--- src/common/dgb_pkg.sv ---
// Constants, types and helpers shared by the decimated gray-to-binary output.
// Assumes a single 250 MHz core clock; all slower rates are enable pulses.
package dgb_pkg;
   // Core clock rate, used to turn times into cycle counts
   localparam int CLOCK_MHZ = 250;
   // Longest invalid window of the ripple converter output, in ns
   localparam int GBC_INVALID_NS = 7;
   // Cycles to wait after capture before latching (least time, rounded up)
   localparam int GBC_SETTLE_RAW = (GBC_INVALID_NS * CLOCK_MHZ + 999) / 1000;
   localparam int GBC_SETTLE_CYC = (GBC_SETTLE_RAW < 1) ? 1 : GBC_SETTLE_RAW;
   // Decimation factors relative to the data-update rate
   localparam int DECIM_LOW0 = 16;
   localparam int DECIM_LOW1 = 32;
   localparam int DECIM_HIGH0 = 64;
   localparam int DECIM_HIGH1 = 128;
   // First-stage divide ratios
   localparam int STAGE1_DIV0 = 2;
   localparam int STAGE1_DIV1 = 4;
   // Forwarded clock high time in core cycles
   localparam int FWD_HIGH_CYC = 2;
   // Register map (word index on the plain register port)
   localparam int REG_ADDR_W = 4;
   localparam logic [3:0] REG_CTRL = 4'h0;
   localparam logic [3:0] REG_STATUS = 4'h1;
   localparam logic [3:0] REG_LAST = 4'h2;
   localparam logic [3:0] REG_COUNT = 4'h3;
   // Control field positions
   localparam int CTRL_LOW_BIT = 0;
   localparam int CTRL_HIGH_BIT = 1;
   localparam int CTRL_GROUP_BIT = 2;
   localparam int CTRL_S1DIV_BIT = 3;
   localparam int CTRL_INVERT_BIT = 4;
   localparam int CTRL_ENABLE_BIT = 5;
   localparam int CTRL_W = 6;
   // Control reset: group 1, factor 64, enabled
   localparam logic [5:0] CTRL_RESET = 6'h24;
   // Status field positions
   localparam int STAT_EMPTY_BIT = 0;
   localparam int STAT_FULL_BIT = 1;
   localparam int STAT_OVF_BIT = 2;
   localparam int STAT_LEVEL_LSB = 8;
   // Output stage states
   typedef enum logic [1:0] {OUT_IDLE, OUT_SETUP, OUT_HIGH} dgb_out_state_t;

   // Ripple gray-to-binary: top bit passes, each lower bit XORs the bit above
   function automatic logic [7:0] dgb_gray2bin(input logic [7:0] g);
      logic [7:0] b;
      b[7] = g[7];
      for (int i = 6; i >= 0; i--) begin
         b[i] = b[i+1] ^ g[i];
      end
      return b;
   endfunction

   // Total decimation factor chosen by the static selects
   function automatic int dgb_factor(input logic low, input logic high,
                                     input logic group);
      if (group) begin
         return high ? DECIM_HIGH1 : DECIM_HIGH0;
      end
      return low ? DECIM_LOW1 : DECIM_LOW0;
   endfunction
endpackage

--- src/common/dgb_stream_if.sv ---
// Valid/ready word stream between the decimator core and its FIFO.
// Both ends sit on the same core clock.
`timescale 1ns/1ps
interface dgb_stream_if #(parameter int WIDTH = 8);
   logic valid; // Word offered
   logic ready; // Word accepted
   logic [WIDTH-1:0] data; // Word
   modport src(output valid, output data, input ready);
   modport snk(input valid, input data, output ready);
endinterface

--- src/verilog/dgb_fifo.sv ---
// Flip-flop FIFO with valid/ready on both sides.
// Assumes one clock and an asynchronous active-low reset.
`timescale 1ns/1ps
module dgb_fifo import dgb_pkg::*; #(
   parameter int WIDTH = 8,
   parameter int DEPTH = 32
) (
   input wire logic clock, // Core clock
   input wire logic resetn, // Async reset, active low
   dgb_stream_if.snk wr, // Fill side
   dgb_stream_if.src rd, // Drain side
   output logic [$clog2(DEPTH):0] level // Words held
);
   localparam int AW = $clog2(DEPTH);
   // Pointers wrap on the power of two, so depth must be one
   initial begin
      if (DEPTH < 2 || (1 << AW) != DEPTH || WIDTH < 1) begin
         $error("dgb_fifo: DEPTH must be a power of two >= 2");
      end
   end

   logic [WIDTH-1:0] mem [DEPTH]; // Storage
   logic [AW:0] wPtr_reg, wPtr_next; // Write pointer with wrap bit
   logic [AW:0] rPtr_reg, rPtr_next; // Read pointer with wrap bit
   logic doWrite, doRead;

   // Full and empty come straight from the pointers, never guessed
   assign level = wPtr_reg - rPtr_reg;
   assign wr.ready = (level != (AW+1)'(DEPTH));
   assign rd.valid = (level != '0);
   assign rd.data = mem[rPtr_reg[AW-1:0]];
   assign doWrite = wr.valid && wr.ready;
   assign doRead = rd.valid && rd.ready;

   // Pointer next values
   always_comb begin
      wPtr_next = doWrite ? wPtr_reg + 1'b1 : wPtr_reg;
      rPtr_next = doRead ? rPtr_reg + 1'b1 : rPtr_reg;
   end

   // Pointer registers
   always_ff @(posedge clock or negedge resetn) begin
      if (!resetn) begin
         wPtr_reg <= '0;
         rPtr_reg <= '0;
      end else begin
         wPtr_reg <= wPtr_next;
         rPtr_reg <= rPtr_next;
      end
   end

   // Storage has no reset; data is only read once written
   always_ff @(posedge clock) begin
      if (doWrite) begin
         mem[wPtr_reg[AW-1:0]] <= wr.data;
      end
   end
endmodule // dgb_fifo

--- src/verilog/dgb_decim_out.sv ---
// Second decimation stage, gray-to-binary converter, output latch, FIFO and
// forwarded differential clock for the decimated output and the DAC.
// Assumes gray words and data-ready arrive asynchronously from stage one.
`timescale 1ns/1ps

// Contract
// - Group 0: low select picks 16 or 32
// - Group 1: high select picks 64 or 128
// - Gray word in, equivalent binary word out
// - Top bit passes; lower bits ripple XOR
// - Converter output invalid up to 7 ns
// - Binary word latched after settling, then output
// - Differential forwarded clock, selectable phase
// - Decimated words also drive reconstruction DAC
// - Factor counted on data-update ready pulses
// - First stage divides by 2 or 4
module dgb_decim_out import dgb_pkg::*; #(
   parameter int FIFO_DEPTH = 32
) (
   clock, // Core clock, 250 MHz
   resetn, // Async reset, active low
   grayWordIn, // Gray word from stage one
   bankReadyIn, // Data-ready of the selected bank
   capReadyIn, // Capture instrument can take a word
   regAddr, // Register index
   regWData, // Register write data
   regWrite, // Write strobe
   regRead, // Read strobe
   regRData, // Read data, cycle after the read
   binaryWordOut, // Word to the output connector
   fwdClockPos, // Forwarded clock, true leg
   fwdClockNeg, // Forwarded clock, complement leg
   dacWord // Word to the reconstruction DAC
);
   input wire logic clock;
   input wire logic resetn;
   input wire logic [7:0] grayWordIn;
   input wire logic bankReadyIn;
   input wire logic capReadyIn;
   input wire logic [REG_ADDR_W-1:0] regAddr;
   input wire logic [31:0] regWData;
   input wire logic regWrite;
   input wire logic regRead;
   output logic [31:0] regRData;
   output logic [7:0] binaryWordOut;
   output logic fwdClockPos;
   output logic fwdClockNeg;
   output logic [7:0] dacWord;

   localparam int LW = $clog2(FIFO_DEPTH) + 1;
   localparam int SETTLE_D = GBC_SETTLE_CYC; // Delay used by the assertions
   initial begin
      if (FIFO_DEPTH < 2 || FIFO_DEPTH > 128) begin
         $error("dgb_decim_out: FIFO_DEPTH out of range");
      end
   end

   // Pin synchronisers: two flops, stage one read only by stage two
   logic [7:0] grayS1, grayS2;
   logic rdyS1, rdyS2, rdyS3;
   logic capS1, capS2;
   always_ff @(posedge clock or negedge resetn) begin
      if (!resetn) begin
         grayS1 <= 8'h00;
         grayS2 <= 8'h00;
         rdyS1 <= 1'b0;
         rdyS2 <= 1'b0;
         rdyS3 <= 1'b0;
         capS1 <= 1'b0;
         capS2 <= 1'b0;
      end else begin
         grayS1 <= grayWordIn;
         grayS2 <= grayS1;
         rdyS1 <= bankReadyIn;
         rdyS2 <= rdyS1;
         rdyS3 <= rdyS2;
         capS1 <= capReadyIn;
         capS2 <= capS1;
      end
   end

   // One pulse per data-update, at half the sample clock
   logic readyPulse;
   assign readyPulse = rdyS2 && !rdyS3;

   // Control register and its decoded fields
   logic [CTRL_W-1:0] ctrl_reg, ctrl_next;
   logic selLow, selHigh, selGroup, s1Div4, clkInvert, runEn;
   assign selLow = ctrl_reg[CTRL_LOW_BIT];
   assign selHigh = ctrl_reg[CTRL_HIGH_BIT];
   assign selGroup = ctrl_reg[CTRL_GROUP_BIT];
   assign s1Div4 = ctrl_reg[CTRL_S1DIV_BIT];
   assign clkInvert = ctrl_reg[CTRL_INVERT_BIT];
   assign runEn = ctrl_reg[CTRL_ENABLE_BIT];
   logic ctrlWr, statWr;
   assign ctrlWr = regWrite && (regAddr == REG_CTRL);
   assign statWr = regWrite && (regAddr == REG_STATUS);

   // Decimation targets: stage one ratio and the remainder for stage two
   logic [2:0] s1Div;
   logic [7:0] totalFactor, s2Target;
   always_comb begin
      s1Div = s1Div4 ? 3'(STAGE1_DIV1) : 3'(STAGE1_DIV0);
      totalFactor = 8'(dgb_factor(selLow, selHigh, selGroup));
      s2Target = 8'(totalFactor / s1Div);
   end

   // Decimation counters, gray capture and settle timer
   logic [1:0] s1Cnt_reg, s1Cnt_next;
   logic [7:0] s2Cnt_reg, s2Cnt_next;
   logic [7:0] grayHold_reg, grayHold_next;
   logic [1:0] settle_reg, settle_next;
   logic s1Tick, capPulse, latchPulse;
   always_comb begin
      s1Cnt_next = s1Cnt_reg;
      s2Cnt_next = s2Cnt_reg;
      grayHold_next = grayHold_reg;
      settle_next = settle_reg;
      s1Tick = 1'b0;
      capPulse = 1'b0;
      latchPulse = 1'b0;
      if (!runEn) begin
         // Stopped: restart both stages cleanly when enabled again
         s1Cnt_next = 2'd0;
         s2Cnt_next = 8'd0;
      end else if (readyPulse) begin
         // Wrap with >= so a select change never leaves a counter stranded
         if (3'(s1Cnt_reg) + 3'd1 >= s1Div) begin
            s1Cnt_next = 2'd0;
            s1Tick = 1'b1;
         end else begin
            s1Cnt_next = s1Cnt_reg + 2'd1;
         end
      end
      if (s1Tick) begin
         if (s2Cnt_reg + 8'd1 >= s2Target) begin
            s2Cnt_next = 8'd0;
            capPulse = 1'b1;
         end else begin
            s2Cnt_next = s2Cnt_reg + 8'd1;
         end
      end
      if (capPulse) begin
         grayHold_next = grayS2;
         settle_next = 2'(GBC_SETTLE_CYC);
      end else if (settle_reg != 2'd0) begin
         // Latch only once the ripple path has settled
         settle_next = settle_reg - 2'd1;
         latchPulse = (settle_reg == 2'd1);
      end
   end
   always_ff @(posedge clock or negedge resetn) begin
      if (!resetn) begin
         s1Cnt_reg <= 2'd0;
         s2Cnt_reg <= 8'd0;
         grayHold_reg <= 8'h00;
         settle_reg <= 2'd0;
      end else begin
         s1Cnt_reg <= s1Cnt_next;
         s2Cnt_reg <= s2Cnt_next;
         grayHold_reg <= grayHold_next;
         settle_reg <= settle_next;
      end
   end

   // Ripple converter on the held gray word
   logic [7:0] convBin;
   assign convBin = dgb_gray2bin(grayHold_reg);

   // FIFO between the latch and the output connector
   dgb_stream_if #(.WIDTH(8)) fillIf();
   dgb_stream_if #(.WIDTH(8)) drainIf();
   logic [LW-1:0] fifoLevel;
   assign fillIf.valid = latchPulse;
   assign fillIf.data = convBin;
   dgb_fifo #(.WIDTH(8), .DEPTH(FIFO_DEPTH)) u_fifo (
      .clock(clock),
      .resetn(resetn),
      .wr(fillIf.snk),
      .rd(drainIf.src),
      .level(fifoLevel)
   );

   // Output latch, overflow flag and delivered-word count
   logic [7:0] lastBin_reg, lastBin_next;
   logic ovf_reg, ovf_next;
   logic [15:0] count_reg, count_next;
   logic popWord;
   always_comb begin
      lastBin_next = latchPulse ? convBin : lastBin_reg;
      // A stream cannot be stalled, so a full FIFO drops and flags; set wins
      ovf_next = ovf_reg;
      if (statWr && regWData[STAT_OVF_BIT]) begin
         ovf_next = 1'b0;
      end
      if (latchPulse && !fillIf.ready) begin
         ovf_next = 1'b1;
      end
      count_next = popWord ? count_reg + 16'd1 : count_reg;
   end
   always_ff @(posedge clock or negedge resetn) begin
      if (!resetn) begin
         lastBin_reg <= 8'h00;
         ovf_reg <= 1'b0;
         count_reg <= 16'h0000;
      end else begin
         lastBin_reg <= lastBin_next;
         ovf_reg <= ovf_next;
         count_reg <= count_next;
      end
   end

   // Output stage: word first, then the forwarded clock edge, then hold
   dgb_out_state_t oState_reg, oState_next;
   logic [1:0] hiCnt_reg, hiCnt_next;
   logic [7:0] outWord_reg, outWord_next;
   logic fwdPos_reg, fwdPos_next;
   assign popWord = (oState_reg == OUT_IDLE) && drainIf.valid && capS2;
   assign drainIf.ready = popWord;
   always_comb begin
      oState_next = oState_reg;
      hiCnt_next = hiCnt_reg;
      outWord_next = outWord_reg;
      unique case (oState_reg)
         OUT_IDLE: begin
            if (popWord) begin
               outWord_next = drainIf.data;
               oState_next = OUT_SETUP;
            end
         end
         OUT_SETUP: begin
            // One cycle of setup before the clock rises
            hiCnt_next = 2'(FWD_HIGH_CYC - 1);
            oState_next = OUT_HIGH;
         end
         OUT_HIGH: begin
            if (hiCnt_reg == 2'd0) begin
               oState_next = OUT_IDLE;
            end else begin
               hiCnt_next = hiCnt_reg - 2'd1;
            end
         end
      endcase
      fwdPos_next = (oState_next == OUT_HIGH) ^ clkInvert;
   end
   always_ff @(posedge clock or negedge resetn) begin
      if (!resetn) begin
         oState_reg <= OUT_IDLE;
         hiCnt_reg <= 2'd0;
         outWord_reg <= 8'h00;
         fwdPos_reg <= 1'b0;
      end else begin
         oState_reg <= oState_next;
         hiCnt_reg <= hiCnt_next;
         outWord_reg <= outWord_next;
         fwdPos_reg <= fwdPos_next;
      end
   end
   assign binaryWordOut = outWord_reg;
   assign dacWord = outWord_reg;
   assign fwdClockPos = fwdPos_reg;
   assign fwdClockNeg = !fwdPos_reg;

   // Register file: control write, read data one cycle after the strobe
   logic [31:0] rData_reg, rData_next;
   always_comb begin
      ctrl_next = ctrlWr ? regWData[CTRL_W-1:0] : ctrl_reg;
      rData_next = 32'h0000_0000;
      if (regRead) begin
         unique case (regAddr)
            REG_CTRL: rData_next = {26'd0, ctrl_reg};
            REG_STATUS: begin
               rData_next[STAT_EMPTY_BIT] = !drainIf.valid;
               rData_next[STAT_FULL_BIT] = !fillIf.ready;
               rData_next[STAT_OVF_BIT] = ovf_reg;
               rData_next[STAT_LEVEL_LSB +: LW] = fifoLevel;
            end
            REG_LAST: rData_next = {24'd0, lastBin_reg};
            REG_COUNT: rData_next = {16'd0, count_reg};
            default: rData_next = 32'h0000_0000; // Unmapped reads as zero
         endcase
      end
   end
   always_ff @(posedge clock or negedge resetn) begin
      if (!resetn) begin
         ctrl_reg <= CTRL_RESET;
         rData_reg <= 32'h0000_0000;
      end else begin
         ctrl_reg <= ctrl_next;
         rData_reg <= rData_next;
      end
   end
   assign regRData = rData_reg;

   // Assertion helpers: ready pulses since last capture, quiet config
   logic [7:0] sinceCap_reg;
   logic seenCap_reg, quiet_reg;
   always_ff @(posedge clock or negedge resetn) begin
      if (!resetn) begin
         sinceCap_reg <= 8'd0;
         seenCap_reg <= 1'b0;
         quiet_reg <= 1'b0;
      end else begin
         sinceCap_reg <= capPulse ? 8'd0 : sinceCap_reg + 8'(readyPulse);
         seenCap_reg <= seenCap_reg | capPulse;
         quiet_reg <= ctrlWr ? 1'b0 : (quiet_reg | capPulse);
      end
   end
endmodule // dgb_decim_out

--- config.mk ---
export PLATFORM = sky130hd
export DESIGN_NAME = dgb_decim_out
export DESIGN_NICKNAME = d
export VERILOG_FILES = /design/src/common/dgb_pkg.sv /design/src/common/dgb_stream_if.sv /design/src/verilog/dgb_fifo.sv /design/src/verilog/dgb_decim_out.sv
export SDC_FILE = /design/constraint.sdc
export NUM_CORES = 1
export LEC_CHECK = 0
export ABC_AREA = 0
export BUFFER_PORTS_ARGS = -buffer_cell sky130_fd_sc_hd__buf_2
export CAP_MARGIN = 20
export CORE_MARGIN = 8
export CORE_UTILIZATION = 60
export DETAILED_ROUTE_END_ITERATION = 12
export GPL_TIMING_DRIVEN = 0
export PLACE_DENSITY = 0.79
export RECOVER_POWER = 100
export SYNTH_ARGS = -nofsm -noshare
export SYNTH_HDL_FRONTEND = slang
export SYNTH_SLANG_ARGS = --single-unit
--- constraint.sdc ---
create_clock -name clock -period 9.1 [get_ports clock]
set_clock_uncertainty 0.1 [all_clocks]
set_input_delay 0.91 -clock clock [delete_from_list [all_inputs] [get_ports clock]]
set_output_delay 0.91 -clock clock [all_outputs]
set_load 0.005 [all_outputs]
# Yosys cells after proc, flatten, opt, wreduce, memory -nomap -nowiden
# Memories as Yosys holds them, arrays and structs flattened. A register that Yosys moved wholly into a read port is not among the register bits.
# Index checks and enable logic that the tools add are counted.
# totals
register_bits,121
ramBits,256
input_bits,50
wordCells,112
n_memories,1
# classes
add_sub_neg,9
div_mod_pow,1
order_cmp,2
eq_ne,11
mux,35
n_bitwise,8
reduce_logical,24
# memory_table
memory,words,word_bits,read_ports,rd_clocked_by_memory_dff,write_ports,line_no,source
u_fifo.mem,32,8,1,1,1,dgb_fifo.sv:22,logic [WIDTH-1:0] mem [DEPTH];
# op_table
op,count
8-bit 2-to-1 mux,6
2-bit 2-to-1 mux,9
16-bit by 1-bit adder with 16-bit output (second input constant),1
16-bit 2-to-1 mux,1
5-bit one-hot mux with 3 select lines,1
6-bit by 1-bit adder with 6-bit output (second input constant),2
1-bit 2-to-1 mux,12
3-bit one-hot mux with 4 select lines,1
6-bit one-hot mux with 2 select lines,1
1-bit logical AND,9
8-bit by 1-bit adder with 8-bit output (second input constant),1
8-bit by 3-bit divider with 8-bit output,1
4-bit by 2-bit == test with 1-bit output (second input constant),2
8-bit greater-or-equal comparator,1
2-bit nonzero test,4
1-bit bitwise XOR,8
6-bit 2-to-1 mux,1
6-bit inequality test (second input constant),1
2-bit one-hot mux with 3 select lines,1
6-bit nonzero test,1
6-bit subtractor,1
1-bit zero test,5
2-bit by 1-bit == test with 1-bit output (second input constant),2
2-bit == test (second input constant),2
12 further kinds,16

# Longest topological paths before layout
# depth
ltp_word,11
mapped_depth,20

# Modules after synthesis
# Synthesis repeated with hierarchy kept, for this count alone.
# hier_totals
cells_unflattened,925
hier_area_um2,15473.6
# by_module_without_submodules
module,instances,cells_each,area_per_inst_um2,seq_area_each_um2
dgb_fifo,1,514,10732.8,7987.7
dgb_decim_out,1,411,4740.8,2529.9

# Least setup slack after synthesis
# Ideal clock, no wire load.
# synth_timing
kind,register -> register
from,register grayHold_reg[7]
to,"memory u_fifo.mem[0][0], data pin"
arrival_ns,5.498
required_ns,8.624
path_slack_ns,3.125
stages_incl_launch_ff,7
period_less_slack_ns,5.975
path_cell_list,dfrtp_1 > xor2_1 > xnor2_1 > xnor2_2 > xor2_2 > xnor2_1 > xor2_1
# synth_via
elab_chain_cells,7
# synth_rtl
item,line_no,source
"start, declared",dgb_decim_out.sv:111,"logic [7:0] grayHold_reg, grayHold_next;"
"start signal, assigned",dgb_decim_out.sv:161,grayHold_reg <= grayHold_next;
1-bit bitwise XOR,dgb_pkg.sv:50,b[i] = b[i+1] ^ g[i];
named net convBin[6],dgb_decim_out.sv:167,logic [7:0] convBin;
1-bit bitwise XOR (2 in series),dgb_pkg.sv:50,
named net convBin[4],dgb_decim_out.sv:167,
1-bit bitwise XOR,dgb_pkg.sv:50,
named net convBin[3],dgb_decim_out.sv:167,
1-bit bitwise XOR (2 in series),dgb_pkg.sv:50,
named net convBin[1],dgb_decim_out.sv:167,
1-bit bitwise XOR,dgb_pkg.sv:50,
named net convBin[0],dgb_decim_out.sv:167,
"end, declared",dgb_fifo.sv:22,
# The timed path passes the listed nets, and every way through them passes these cells.

# Final worst setup path
# layout_timing
from,register grayHold_reg[7]
to,"memory u_fifo.mem[28][0], data pin"
# The elaborated chain is that of the path after synthesis.

==> run metrics <==
initial antenna violation count 0; Non-Filler Instances 1395; Fmax achieved 138 MHz; largest net degree at the start of global routing 62; Die W 177 um; Avg Inst Size Synth 16.8 um^2; M1 GR Usage 0.270; met3 Track Usage GR 0.0399; H-tree level count 2; first drt pass iteration count 5; min-delay src grayS1[3]; crit path launch type flip-flop; count leader, synth edfxtp_1; Hold Path Class flip-flop to flip-flop; R2R Path Start grayHold_reg[7]; port buffer count 57; DR vias/cell 6.00; Crit path required time 9.35 ns; net switching power figure 1.58 mW; crit end category flip-flop; GR peak layer met2; maximum root-to-sink buffer count 3; Core ar. 25300 um^2; max cap viols 3; Arr. time, crit path 7.51 ns; synth unique cells 65; Die H 177 um; Seq cells post-synth 369; TritonCTS Buffers 38; post-synthesis cell count 920; sequential area share after synthesis 0.680; DP Area 16400 um^2; post-route ant nets 0; initial core utilization 0.612; Post-CTS Setup Repair Bufs 0; mapped cell area 15500 um^2; n_diodes 0; final instance area 17500 um^2; Finish-stage setup viols 0; EDFF count, synth 256; layout cells sized above 1 0.223; RSZ-0062 raised after global routing false; path depth of the worst reg2reg path 11; worst setup path startpoint grayHold_reg[7]; maximum VDD drop 0.000206 V; Tot GR Track Use 0.209; number of placed instances, taps included 1328; # resized after CTS 0; drt wl/cell 23.1 um; hold-critical path depth 0; gp weighted congestion 0.873; global-route wire length before repair 49700 um; number of global-route vias before repair 8586; Switching Share 0.310; Hold Buf Count CTS 0; final WL 32200 um; total power 5.08 mW; clock group share of total power 0.306; die area 31200 um^2; failing checks capacitance limit, slew limit; top cell type's share of synthesized area 0.497; asr flop ratio synth 0.306; Pint 3.51 mW; synth cell count leaders edfxtp_1, dfrtp_1, mux4_2; P_leak 6.99 nW; status finished with violations; gr ovfl total 0; # clock sinks 369; Post-route DRC 0; Post-synth top flop edfxtp_1; Power Density 290 nW/um^2; Comb pwr share 0.290; number of flip-flops in the largest register 256; area added between synthesis and finish 13.4%; fill cell count 1610; met2 Use GR 0.347; Flop pwr share 0.404; Final WS setup 1.84 ns; DP HPWL 21600 um; Worst Max-Slew Pin Slew 3.25 ns; initial DRC count 806; Final Hold Fails 0; biggest area consumer among synthesized cells edfxtp_1; Tmin final 7.26 ns; hold_ws 0.246 ns; crit-path max FO 34; Final Cycle Share 0.797; Final Max Slew Viols 134; # rows 58; WS Path Type flip-flop to flip-flop; Final nets 1123; CTS tree done; clk_lat worst skew 0.52 ns; total number of yosys warnings 0; Synth area leaders edfxtp_1, dfrtp_1, mux4_2; via count 8372; Worst R2R Setup Slack 1.84 ns; clk slew on worst S/H paths 0.05 ns; root buffer cell clkbuf_16; worst slack, placed 3.20 ns; relative slew slack -1.17; IO Count 100
## layout by cell type, fill, tap and decap left out, types with 13 or more instances in the layout
master     count
a21oi_1       15
buf_2         44
buf_4         16
clkbuf_1      54
clkbuf_16     41
conb_1        17
dfrtp_1      111
edfxtp_1     256
ha_1          33
inv_1         19
mux2_2        27
mux2i_1       17
mux4_2        74
nand2_1       39
nand3_1       18
nor2_1        61
nor2b_1       14
o21ai_0       21
xnor2_1       29
xor2_1        13
## per-stage QoR
stage | util | TNS, ns
floorplan | - | 0
global placement | 0.642 | -51.31
detailed placement | 0.651 | 0
CTS | 0.702 | 0
global route | 0.694 | 0
finish | 0.694 | 0
## routing by layer
metal  wire length (um)  part of all wire
met5                  0                 0
met3               2330             0.072
met1              12900              0.40
met4               1050             0.033
met2              16000              0.50
## worst max-delay path, stage by stage, from the launching register on
cell and delay (ns):
dfrtp_1 0.77, clkbuf_1 0.90, xor2_4 0.79, xnor2_1 0.28, xnor2_1 1.47, buf_16 0.23
xor2_1 0.90, buf_16 0.26, xnor2_2 0.37, buf_16 0.23, xor2_2 0.49, buf_8 0.26
## power groups by stage
stage / sequential, mW / clock, mW / combinational, mW
final: 2.05 / 1.55 / 1.47
after global routing: 2.07 / 1.63 / 1.61
after CTS: 2.05 / 1.57 / 1.53
after detailed placement: 2.09 / 0 / 1.51
after global placement: 2.08 / 0 / 1.46
after floorplan: 2.05 / 0 / 1.08
## final timing paths
path                                     end
max reg2reg                u_fifo.mem[28][0]
max                        u_fifo.mem[28][0]
min reg2reg                        grayS2[3]
min in group asynchronous       hiCnt_reg[1]
max in group asynchronous              rdyS2
min                                grayS2[3]
## cell type report
| type | count | area, um^2 | area share |
|---|---|---|---|
| buffer | 58 | 313 | 0.0178 |
| clock buffer | 52 | 1110 | 0.0631 |
| clock inverter | 15 | 161 | 0.00920 |
| inverter | 20 | 75.1 | 0.00428 |
| multi-input combinational | 488 | 4590 | 0.261 |
| sequential | 369 | 10500 | 0.600 |
| tap | 330 | 413 | 0.0235 |
| timing repair buffer | 63 | 365 | 0.0208 |
## cell families after synthesis
logic type / share of synthesized area
xor gates and xnor gates: 0.0270
adders and majority gates: 0.0293
muxes: 0.138
and+or+nand+nor: 0.0585
other: 0.000486
AOI/OAI and AO/OA: 0.0396
DFF: 0.680
buffers and inverters: 0.0266
Note: power is estimated with default switching activity, not from simulation.
